<file path="src/include/csd_defines.svh">
// Register offsets, field positions, reset values and timing counts of the clock select block
`ifndef CSD_DEFINES_SVH
`define CSD_DEFINES_SVH

// ----------------------------------------------------------------------------
// Register offsets
// ----------------------------------------------------------------------------
`define CSD_ADDR_CLOCK_SELECT    8'ha9
`define CSD_ADDR_EXT_OSC_CONTROL 8'hb1

// ----------------------------------------------------------------------------
// Field positions
// ----------------------------------------------------------------------------
`define CSD_READY_BIT      7
`define CSD_DIV_MSB        6
`define CSD_DIV_LSB        4
`define CSD_UNUSED_BIT     3
`define CSD_SRC_MSB        2
`define CSD_SRC_LSB        0
`define CSD_XVALID_BIT     7
`define CSD_XMODE_MSB      6
`define CSD_XMODE_LSB      4
`define CSD_XBIAS_MSB      2
`define CSD_XBIAS_LSB      0

// ----------------------------------------------------------------------------
// Reset values
// ----------------------------------------------------------------------------
`define CSD_RST_DIV        3'h3
`define CSD_RST_SRC        3'h4
`define CSD_RST_XMODE      3'h0
`define CSD_RST_XBIAS      3'h0

// ----------------------------------------------------------------------------
// Timing counts
// ----------------------------------------------------------------------------
`define CSD_CLK_PERIOD_NS  8
`define CSD_XGAP_NS        10000
`define CSD_XGAP_CYCLES    (`CSD_XGAP_NS / `CSD_CLK_PERIOD_NS)
`define CSD_XSTART_TICKS   11'h400

`endif

</file>
<file path="src/include/csd_pkg.sv">
// Types shared by the clock select block
package csd_pkg;

  // Undivided source codes
  typedef enum logic [2:0] {
    SRC_PRECISION = 3'b000,
    SRC_EXTERNAL  = 3'b001,
    SRC_RTC       = 3'b011,
    SRC_LOW_POWER = 3'b100
  } csd_src_t;

  // External oscillator modes
  typedef enum logic [2:0] {
    XM_OFF0      = 3'b000,
    XM_OFF1      = 3'b001,
    XM_CMOS      = 3'b010,
    XM_CMOS_DIV2 = 3'b011,
    XM_RC        = 3'b100,
    XM_CAP       = 3'b101,
    XM_XTAL_DIV2 = 3'b110,
    XM_RSVD      = 3'b111
  } csd_xmode_t;

endpackage : csd_pkg

</file>
<file path="src/verilog/csd_clock_select.sv">
// System clock source select, power-of-two divider and external oscillator valid detector
`timescale 1ns/100ps
`include "csd_defines.svh"
module csd_clock_select (
  input  wire logic       clock,
  input  wire logic       rst,
  input  wire logic [7:0] sfrAddr,
  input  wire logic       sfrWrEn,
  input  wire logic [7:0] sfrWrData,
  input  wire logic       sfrRdEn,
  output logic      [7:0] sfrRdData,
  input  wire logic       oscPrecisionIn,
  input  wire logic       oscExternalIn,
  input  wire logic       oscRtcIn,
  input  wire logic       oscLowPowerIn,
  output logic            coreClockOut,
  output logic            lowPowerOscEnable,
  output logic            extOscEnable
);

  // ----------------------------------------------------------------------------
  // Declarations
  // ----------------------------------------------------------------------------
  logic [3:0]  pinIn;
  logic [3:0]  tick;
  logic [2:0]  divSel_q;
  logic [2:0]  srcSel_q;
  logic [2:0]  activeDiv_q;
  logic        applied_q;
  logic [6:0]  divCnt_q;
  logic [6:0]  divLast;
  logic        coreTick_q;
  csd_pkg::csd_src_t  activeSrc_q;
  csd_pkg::csd_xmode_t xMode_q;
  logic [2:0]  xBias_q;
  logic        xHalf_q;
  logic        extRaw;
  logic        extTick;
  logic        srcTick;
  logic        xRunMode;
  logic        xCmosMode;
  logic [10:0] xStartCnt_q;
  logic [10:0] xGapCnt_q;
  logic        xValid_q;
  logic        dividerReady;
  logic        xValidRead;
  logic [7:0]  rdData_q;

  // ----------------------------------------------------------------------------
  // Oscillator pin synchronisers
  // ----------------------------------------------------------------------------
  assign pinIn = {oscLowPowerIn, oscRtcIn, oscExternalIn, oscPrecisionIn};

  // One synchroniser per oscillator; each yields a one-cycle tick per rising source edge
  genvar g;
  generate
    for (g = 0; g < 4; g = g + 1) begin : gSync
      csd_pin_sync uSync (
        .clock     (clock),
        .rst       (rst),
        .pinIn     (pinIn[g]),
        .risePulse (tick[g])
      );
    end
  endgenerate

  // ----------------------------------------------------------------------------
  // Register writes
  // ----------------------------------------------------------------------------
  // Select register; bit 3 is never stored so it always reads 0
  always_ff @(posedge clock or posedge rst) begin
    if (rst) begin
      divSel_q <= `CSD_RST_DIV;
      srcSel_q <= `CSD_RST_SRC;
    end else if (sfrWrEn && sfrAddr == `CSD_ADDR_CLOCK_SELECT) begin
      divSel_q <= sfrWrData[`CSD_DIV_MSB:`CSD_DIV_LSB];
      srcSel_q <= sfrWrData[`CSD_SRC_MSB:`CSD_SRC_LSB];
    end
  end

  // External oscillator control; bit 7 is status and bit 3 is dropped
  always_ff @(posedge clock or posedge rst) begin
    if (rst) begin
      xMode_q <= csd_pkg::csd_xmode_t'(`CSD_RST_XMODE);
      xBias_q <= `CSD_RST_XBIAS;
    end else if (sfrWrEn && sfrAddr == `CSD_ADDR_EXT_OSC_CONTROL) begin
      xMode_q <= csd_pkg::csd_xmode_t'(sfrWrData[`CSD_XMODE_MSB:`CSD_XMODE_LSB]);
      xBias_q <= sfrWrData[`CSD_XBIAS_MSB:`CSD_XBIAS_LSB];
    end
  end

  // ----------------------------------------------------------------------------
  // External oscillator conditioning
  // ----------------------------------------------------------------------------
  assign xCmosMode = (xMode_q == csd_pkg::XM_CMOS) || (xMode_q == csd_pkg::XM_CMOS_DIV2);
  assign xRunMode  = (xMode_q == csd_pkg::XM_RC) || (xMode_q == csd_pkg::XM_CAP) ||
                     (xMode_q == csd_pkg::XM_XTAL_DIV2);
  assign extOscEnable = xCmosMode | xRunMode;
  assign extRaw       = tick[1] & extOscEnable;

  // Divide-by-2 stage in the halving modes keeps every other edge
  always_ff @(posedge clock or posedge rst) begin
    if (rst) begin
      xHalf_q <= 1'b0;
    end else if (!extOscEnable) begin
      xHalf_q <= 1'b0;
    end else if (extRaw) begin
      xHalf_q <= ~xHalf_q;
    end
  end

  assign extTick = ((xMode_q == csd_pkg::XM_CMOS_DIV2) || (xMode_q == csd_pkg::XM_XTAL_DIV2))
                   ? (extRaw & xHalf_q) : extRaw;

  // ----------------------------------------------------------------------------
  // External oscillator valid detector
  // ----------------------------------------------------------------------------
  // Valid after a run of edges with no long gap; a gap or mode change restarts it
  always_ff @(posedge clock or posedge rst) begin
    if (rst) begin
      xStartCnt_q <= 11'h000;
      xGapCnt_q   <= 11'h000;
      xValid_q    <= 1'b0;
    end else if (!xRunMode || (sfrWrEn && sfrAddr == `CSD_ADDR_EXT_OSC_CONTROL)) begin
      xStartCnt_q <= 11'h000;
      xGapCnt_q   <= 11'h000;
      xValid_q    <= 1'b0;
    end else if (extRaw) begin
      xGapCnt_q <= 11'h000;
      if (xStartCnt_q == `CSD_XSTART_TICKS - 11'h001) begin
        xValid_q <= 1'b1;
      end else if (!xValid_q) begin
        xStartCnt_q <= xStartCnt_q + 11'h001;
      end
    end else if (xGapCnt_q == 11'(`CSD_XGAP_CYCLES - 1)) begin
      xStartCnt_q <= 11'h000;
      xValid_q    <= 1'b0;
    end else begin
      xGapCnt_q <= xGapCnt_q + 11'h001;
    end
  end

  // CMOS input has no detector; the flag is forced low there
  assign xValidRead = xValid_q & ~xCmosMode;

  // ----------------------------------------------------------------------------
  // Source multiplexer
  // ----------------------------------------------------------------------------
  // Reserved codes keep the last legal source so the clock never stops
  always_ff @(posedge clock or posedge rst) begin
    if (rst) begin
      activeSrc_q <= csd_pkg::SRC_LOW_POWER;
    end else begin
      case (srcSel_q)
        3'b000:  activeSrc_q <= csd_pkg::SRC_PRECISION;
        3'b001:  activeSrc_q <= csd_pkg::SRC_EXTERNAL;
        3'b011:  activeSrc_q <= csd_pkg::SRC_RTC;
        3'b100:  activeSrc_q <= csd_pkg::SRC_LOW_POWER;
        default: activeSrc_q <= activeSrc_q;
      endcase
    end
  end

  // Ticks are whole pulses, so switching between them cannot cut one short
  always_comb begin
    case (activeSrc_q)
      csd_pkg::SRC_PRECISION: srcTick = tick[0];
      csd_pkg::SRC_EXTERNAL:  srcTick = extTick;
      csd_pkg::SRC_RTC:       srcTick = tick[2];
      csd_pkg::SRC_LOW_POWER: srcTick = tick[3];
      default:                srcTick = 1'b0;
    endcase
  end

  assign lowPowerOscEnable = (activeSrc_q == csd_pkg::SRC_LOW_POWER);

  // ----------------------------------------------------------------------------
  // Power-of-two divider
  // ----------------------------------------------------------------------------
  // Terminal count is 2^div - 1 source ticks
  assign divLast = 7'h7f >> (3'd7 - activeDiv_q);

  // A new divide is taken only at a period boundary, so no short period
  // appears; the cost is a wait of up to 128 source ticks
  always_ff @(posedge clock or posedge rst) begin
    if (rst) begin
      divCnt_q    <= 7'h00;
      activeDiv_q <= `CSD_RST_DIV;
      applied_q   <= 1'b0;
      coreTick_q  <= 1'b0;
    end else begin
      coreTick_q <= 1'b0;
      if (srcTick) begin
        if (divCnt_q >= divLast) begin
          divCnt_q    <= 7'h00;
          coreTick_q  <= 1'b1;
          activeDiv_q <= divSel_q;
          applied_q   <= 1'b1;
        end else begin
          divCnt_q <= divCnt_q + 7'h01;
        end
      end
    end
  end

  assign coreClockOut = coreTick_q;

  // Ready once the divider runs with the value software last wrote
  assign dividerReady = applied_q && (activeDiv_q == divSel_q);

  // ----------------------------------------------------------------------------
  // Register reads
  // ----------------------------------------------------------------------------
  // Read data appears one cycle after the read strobe; unmapped reads give 0
  always_ff @(posedge clock or posedge rst) begin
    if (rst) begin
      rdData_q <= 8'h00;
    end else if (sfrRdEn) begin
      case (sfrAddr)
        `CSD_ADDR_CLOCK_SELECT:    rdData_q <= {dividerReady, divSel_q, 1'b0, srcSel_q};
        `CSD_ADDR_EXT_OSC_CONTROL: rdData_q <= {xValidRead, xMode_q, 1'b0, xBias_q};
        default:                   rdData_q <= 8'h00;
      endcase
    end
  end

  assign sfrRdData = rdData_q;

endmodule : csd_clock_select

</file>
<file path="src/verilog/csd_pin_sync.sv">
// Three-stage synchroniser with rising edge pulse for an oscillator pin
`timescale 1ns/100ps
module csd_pin_sync (
  input  wire logic clock,
  input  wire logic rst,
  input  wire logic pinIn,
  output logic      risePulse
);

  logic s1_q;
  logic s2_q;
  logic s3_q;
  logic stable_q;
  logic rise_q;

  // ----------------------------------------------------------------------------
  // Sync chain; only the second stage reads the first
  // ----------------------------------------------------------------------------
  always_ff @(posedge clock or posedge rst) begin
    if (rst) begin
      s1_q <= 1'b0;
      s2_q <= 1'b0;
      s3_q <= 1'b0;
    end else begin
      s1_q <= pinIn;
      s2_q <= s1_q;
      s3_q <= s2_q;
    end
  end

  // A change counts once stages two and three agree
  always_ff @(posedge clock or posedge rst) begin
    if (rst) begin
      stable_q <= 1'b0;
      rise_q   <= 1'b0;
    end else begin
      rise_q <= 1'b0;
      if (s2_q == s3_q) begin
        stable_q <= s2_q;
        rise_q   <= s2_q & ~stable_q;
      end
    end
  end

  assign risePulse = rise_q;

endmodule : csd_pin_sync
</file>
<file path="config.mk">
export PLATFORM = sky130hd
export DESIGN_NAME = csd_clock_select
export DESIGN_NICKNAME = d
export VERILOG_FILES = /design/src/include/csd_pkg.sv /design/src/verilog/csd_clock_select.sv /design/src/verilog/csd_pin_sync.sv
export VERILOG_INCLUDE_DIRS = /design/src /design/src/include
export SDC_FILE = /design/constraint.sdc
export NUM_CORES = 1
export LEC_CHECK = 0
export BUFFER_PORTS_ARGS = -buffer_cell sky130_fd_sc_hd__buf_4
export CELL_PAD_IN_SITES_DETAIL_PLACEMENT = 1
export CELL_PAD_IN_SITES_GLOBAL_PLACEMENT = 1
export CORE_UTILIZATION = 48
export CTS_BUF_LIST = sky130_fd_sc_hd__clkbuf_8
export DETAILED_ROUTE_END_ITERATION = 16
export GPL_TIMING_DRIVEN = 0
export PLACE_DENSITY = 0.86
export REMOVE_ABC_BUFFERS = 1
export SETUP_SLACK_MARGIN = 0.15
export SYNTH_ARGS = -nofsm -noshare
export SYNTH_HDL_FRONTEND = slang
export SYNTH_SLANG_ARGS = --single-unit
</file>
<file path="constraint.sdc">
create_clock -name clock -period 2.65 [get_ports clock]
set_input_delay 0.265 -clock clock [delete_from_list [all_inputs] [get_ports clock]]
set_output_delay 0.265 -clock clock [all_outputs]
set_load 0.02 [all_outputs]
</file>
# --- After elaboration in Yosys (flattened, before gate mapping) ---
# Index checks and enable logic that the tools add are counted.
classes:
  addsub: 4
  order_cmp: 1
  eq_ne: 25
  shift: 1
  n_mux: 25
  bitwise_logic: 14
  n_reduce_logical: 16
op_table:
  columns: ["cell", "n"]
  rows:
  - ["$mux W11", 8]
  - ["$add A11 B1 Y11 const B", 2]
  - ["$eq A8 B8 Y1 const B", 2]
  - ["$pmux W8 S2", 1]
  - ["$eq A3 B3 Y1 const B", 5]
  - ["$mux W1", 13]
  - ["$eq A3 B2 Y1 const B", 4]
  - ["$pmux W3 S4", 1]
  - ["$eq A11 B10 Y1 const B", 1]
  - ["$eq A11 B11 Y1 const B", 1]
  - ["$add A7 B1 Y7 const B", 1]
  - ["$and A1 B1 Y1", 7]
  - ["$ge A7 B7 Y1", 1]
  - ["$mux W7", 1]
  - ["$shr A7 B3 Y7 const A", 1]
  - ["$eq A3 B1 Y1 const B", 2]
  - ["$logic_not A3 Y1", 2]
  - ["$ne A3 B3 Y1 const B", 2]
  - ["$not A1 Y1", 6]
  - ["$logic_or A1 B1 Y1", 5]
  - ["$eq A1 B1 Y1", 4]
  - ["$pmux W1 S4", 1]
  - ["$reduce_and A2 Y1", 2]
  - ["$reduce_bool A4 Y1", 1]
  - ["10 further kinds", 12]
totals:
  regBits: 79
  inputBits: 24
  output_inout_bits: 11

# --- Depth between registers and ports, before layout ---
depth:
  depth_word: 9
  ltp_mapped: 9
  depth_no_buf: 7

# --- Hierarchy ---
# From an unflattened synthesis, not the netlist that was laid out.
hier_totals:
  cells_unflattened: 330
  hier_area_um2: 3659.8
by_module_without_submodules:
  columns: ["mod", "instances", "cells_each", "area_each_um2", "seq_area_each_um2"]
  rows:
  - ["csd_clock_select", 1, 298, 3059.2, 1458.9]
  - ["csd_pin_sync", 4, 8, 150.1, 125.1]

# --- Worst setup path before layout ---
# No wires, ideal clock.
synth_path:
  path_kind: "reg2reg"
  from: "register activeDiv_q[1]"
  to: "register divCnt_q[4]"
  arrival_time_ns: 2.125
  slack_ns: 0.409
  stages_incl_launch_ff: 9
  path_cell_list: "dfstp_2 clkbuf_1 o21ai_0 ha_1 a21oi_1 o21ai_0 a21oi_1 nand2b_1 o311ai_0"
synth_via:
  elab_chain_cells: 4
synth_lines:
  columns: ["item", "line", "rtl"]
  rows:
  - ["start: declaration", "csd_clock_select.sv:28", "logic [2:0] activeDiv_q;"]
  - ["start signal: assignment", "csd_clock_select.sv:188", "activeDiv_q <= `CSD_RST_DIV;"]
  - ["start signal: assignment", "csd_clock_select.sv:197", "activeDiv_q <= divSel_q;"]
  - ["$sub A3 B3 Y3", "csd_clock_select.sv:181", "assign divLast = 7'h7f >> (3'd7 - activeDiv_q);"]
  - ["$shr A7 B3 Y7", "csd_clock_select.sv:181", null]
  - ["$ge A7 B7 Y1", "csd_clock_select.sv:194", "if (divCnt_q >= divLast) begin"]
  - ["$mux W7", "csd_clock_select.sv:194", null]
  - ["end signal: assignment", "csd_clock_select.sv:200", "divCnt_q <= divCnt_q + 7'h01;"]
  - ["end: declaration", "csd_clock_select.sv:30", "logic [6:0] divCnt_q;"]
# Every way passes these cells.
# A chain may end at the register's enable or synchronous reset.

# --- Worst setup path after layout ---
layout_path:
  from: "register xGapCnt_q[3]"
  to: "register xStartCnt_q[0]"
layout_via:
  elab_chain_cells: 3
layout_lines:
  columns: ["item", "line", "rtl"]
  rows:
  - ["start: declaration", "csd_clock_select.sv:43", "logic [10:0] xGapCnt_q;"]
  - ["start signal: assignment", "csd_clock_select.sv:139", "xGapCnt_q <= xGapCnt_q + 11'h001;"]
  - ["$eq A11 B11 Y1", "csd_clock_select.sv:135", "end else if (xGapCnt_q == 11'(`CSD_XGAP_CYCLES - 1)) begin"]
  - ["$reduce_bool A3 Y1 (no source line)", null, null]
  - ["$reduce_and A3 Y1 (no source line)", null, null]
  - ["end signal: assignment", "csd_clock_select.sv:133", "xStartCnt_q <= xStartCnt_q + 11'h001;"]
  - ["end: declaration", "csd_clock_select.sv:42", "logic [10:0] xStartCnt_q;"]
# Every way passes these cells.

==> flow_summary.ini <==
[clock_tree]
cts-htree-levels = 3
clock_insertion_delay_worst_skew_ns = 0.36
clk_pin_slew_worst_paths_ns = 0.10
root_cell_of_the_clock_tree = clkbuf_8
clockBufferDepth = 2
number_of_buffers_added_by_the_clock_tree_synthesis_step = 9
cts_num_sinks = 78
clock_tree_from_tritoncts = built

[synth]
yosysTopAreaCell = dfrtp_1
yosysWarnings = 0
async_flop_share_pct = 100
synth_cell_types = 54
postSynthRegisterBits = 78
synth-edff-count = 0
postSynthAreaPerCell_um2 = 10.7
synth.yosys.seq_area_share_pct = 54.2
yosys.area.top_type_share_pct = 49.8
yosys_most_used_dff = dfrtp_1
post_synth_instance_area_um2 = 3620
yosys-top-cells-area = dfrtp_1 50%, mux2_2 5.9%, dfstp_2 4.4%
postSynthCellCount = 339

[placement]
gp_congestion = 0.763
place.detailed.hpwl_mm = 5.82
placement.cell_area_um2 = 3950
dp_worst_setup_slack_ns = -0.0543
place.detailed.instances = 460
io_buffer_count = 31

[sta]
tightest_slew_ns = 0.876
post-route-period-util_pct = 91.1
finalWorstSetupSlack_ns = 0.236
max_freq_ghz = 0.414
maxSlewViolCount = 0
timing_hold_violations_final = 0
hold_ws_ns = 0.149
fin_setup_tns_ns = 0
finalClockSkew_ns = 0.0108
period_needed_ns = 2.41
rsz0062_at_grt = no
max_slew_margin_pct = 41.3
final_setup_violation_count = 0

[worst_setup_path]
worstPathRequired_ns = 2.91
path_cells = or4b_1, or4_1, and4b_4, o21bai_1, mux2_2
critical-path-slowest-cell = or4b_1
worst_setup_path_start_kind = register
crit_fanout = 11
endpoint_kind = register
cp_slowest_stage_delay_ns = 0.55
crit_arrival_ns = 2.67
critical_path_class = register to register

[floorplan]
ios = 35
die_area_um2 = 7880
rows = 31
die_h_um = 88.8
initial_core_utilization_pct = 49.9
die_x_um = 88.8
core_region_area_um2 = 7250

[job]
maxCapViolCount = 0

[cells_and_area]
layout.core_utilization_pct = 58.1
insertedDiodeCount = 0
num-fill-cells = 816
mostFrequentLayoutCells = 72 x dfrtp_1, 33 x buf_4, 32 x nand2_1, 25 x nor2_1, 20 x a21oi_1
area_growth_pct = 16.5
layout.nets = 414
stdcell_count = 483
layout.cells.most_common = dfrtp_1
layout_cell_share_with_drive_strength_beyond_1_pct = 21.6
finalInstanceArea_um2 = 4210

[power_and_ir_drop]
leakage_nw = 1.87
power.total_mw = 2.47
power.density_nw_per_um2 = 587
vdd_ir_drop_max_mv = 0.312

[global_route]
grt_pass1_vias = 2938
grt_remaining_overflow = 0
antenna_violations_before_repair = 0
global_route_wire_length_before_repair_mm = 14.0
grt_max_degree = 63
gr-usage-all-layers_pct = 24.1

[outcome]
outcome = finished clean

[drt]
routed-via-count = 2738
finalWirelength_mm = 8.59
route.detailed.drc = 0
drt_first_pass_iters = 4
dr.first_iter.drc_count = 198
count_of_nets_left_with_antenna_violations_after_detail_routing = 0
avgViaCountPerCell = 5.67
wl_per_cell_um = 17.8

[worst_hold_path]
hp-class = input port to register
## cell usage after synthesis (2+ instances only)
cell type  count
o311ai_0       2
and2_1         3
a21oi_1       21
a22o_1         2
and2_0         2
nand4_1        4
dfrtp_1       72
mux2i_1        2
nand3_1       18
nand3b_1       2
nor4bb_1       2
a22oi_1        8
or4_1          2
dfstp_2        6
a21o_1         2
xnor2_1        3
xor2_1         8
and3_1         5
o211ai_1       2
a211oi_1       2
o21ai_1        4
clkbuf_1       7
nand2b_1       5
nor2b_1        3
or3_1          8
a41oi_1        2
o31ai_1        3
inv_1         13
nor2_1        26
o21ai_0       12
mux2_2        19
nand2_1       32
ha_1          11
or2_2          4
nand4b_1       3
## metal layers
layer | global-route usage [%] | share of wire (%) | vias to the layer above
li1 | - | - | 1282
met1 | 30.0 | 44 | 1402
met2 | 40.3 | 51 | 36
met3 | 3.64 | 2.0 | 18
met4 | 13.5 | 2.9 | 0
met5 | 0 | 0 | -
## worst max-delay path: cells and delay by family, from the launching register on
| kind | cells | cell delay (ns) |
|---|---|---|
| multiplexers | 1 | 0.29 |
| flip-flops | 1 | 0.44 |
| AO/OA/AOI/OAI | 1 | 0.18 |
| AND/OR/NAND/NOR | 3 | 1.39 |
## logic make-up (layout without fill, tap and decap cells)
logic type | after synthesis | after routing | share of synthesized area [%]
compound gates | 66 | 66 | 11.3
xor+xnor | 11 | 11 | 2.66
fa+ha+maj | 12 | 12 | 4.08
buf+inv | 23 | 68 | 2.73
flops | 78 | 78 | 54.2
mux | 21 | 21 | 6.47
other cells | 1 | 1 | 0.104
simple gates | 127 | 127 | 18.4
## what timing repair did
action,4_1_cts,5_1_grt
hold endpoints to repair,20,0
hold buffers,5,0
pin swaps,1,0
buffers inserted,2,0
endpoints found under the setup margin,10,4
resized for setup,1,2
## final timing paths
path | slack [ns] | start | cells past startpoint | endpoint
max | 0.24 | xGapCnt_q[3]$_DFFE_PP0P_ | 5 | xStartCnt_q[0]$_DFFE_PP0P_
min | 0.15 | sfrWrData[0] | 2 | xBias_q[0]$_DFFE_PP0P_
max reg2reg | 0.24 | xGapCnt_q[3]$_DFFE_PP0P_ | 5 | xStartCnt_q[0]$_DFFE_PP0P_
min reg2reg | 0.36 | gSync[1].uSync.s1_q$_DFF_PP0_ | 0 | gSync[1].uSync.s2_q$_DFF_PP0_
max in group asynchronous | 1.65 | rst | 4 | divSel_q[1]$_DFFE_PP1P_
min in group asynchronous | 0.38 | rst | 3 | gSync[2].uSync.s3_q$_DFF_PP0_
## power by group
part           switching [mW]  total, mW  internal, mW
clock network           0.515      0.880         0.365
registers              0.0526       1.30          1.25
logic                   0.160      0.294         0.134
## cell type report
type | instances | area [um2] | area share, %
inverter | 13 | 51.3 | 1.22
clock buffer | 9 | 124 | 2.94
sequential | 78 | 1960 | 46.5
timing repair buffer | 39 | 325 | 7.72
multi-input combinational | 238 | 1560 | 37.1
tap | 99 | 124 | 2.94
clock inverter | 7 | 65.1 | 1.54
## registers in the layout, summed over array words and instances, names as in the netlist, 4 cells and up
signal	flops
gSync.uSync.risePulse	4
xStartCnt_q	11
xGapCnt_q	11
gSync.uSync.s2_q	4
gSync.uSync.s3_q	4
divCnt_q	7
sfrRdData	7
gSync.uSync.stable_q	4
gSync.uSync.s1_q	4
(Power assumes the default switching activity.)
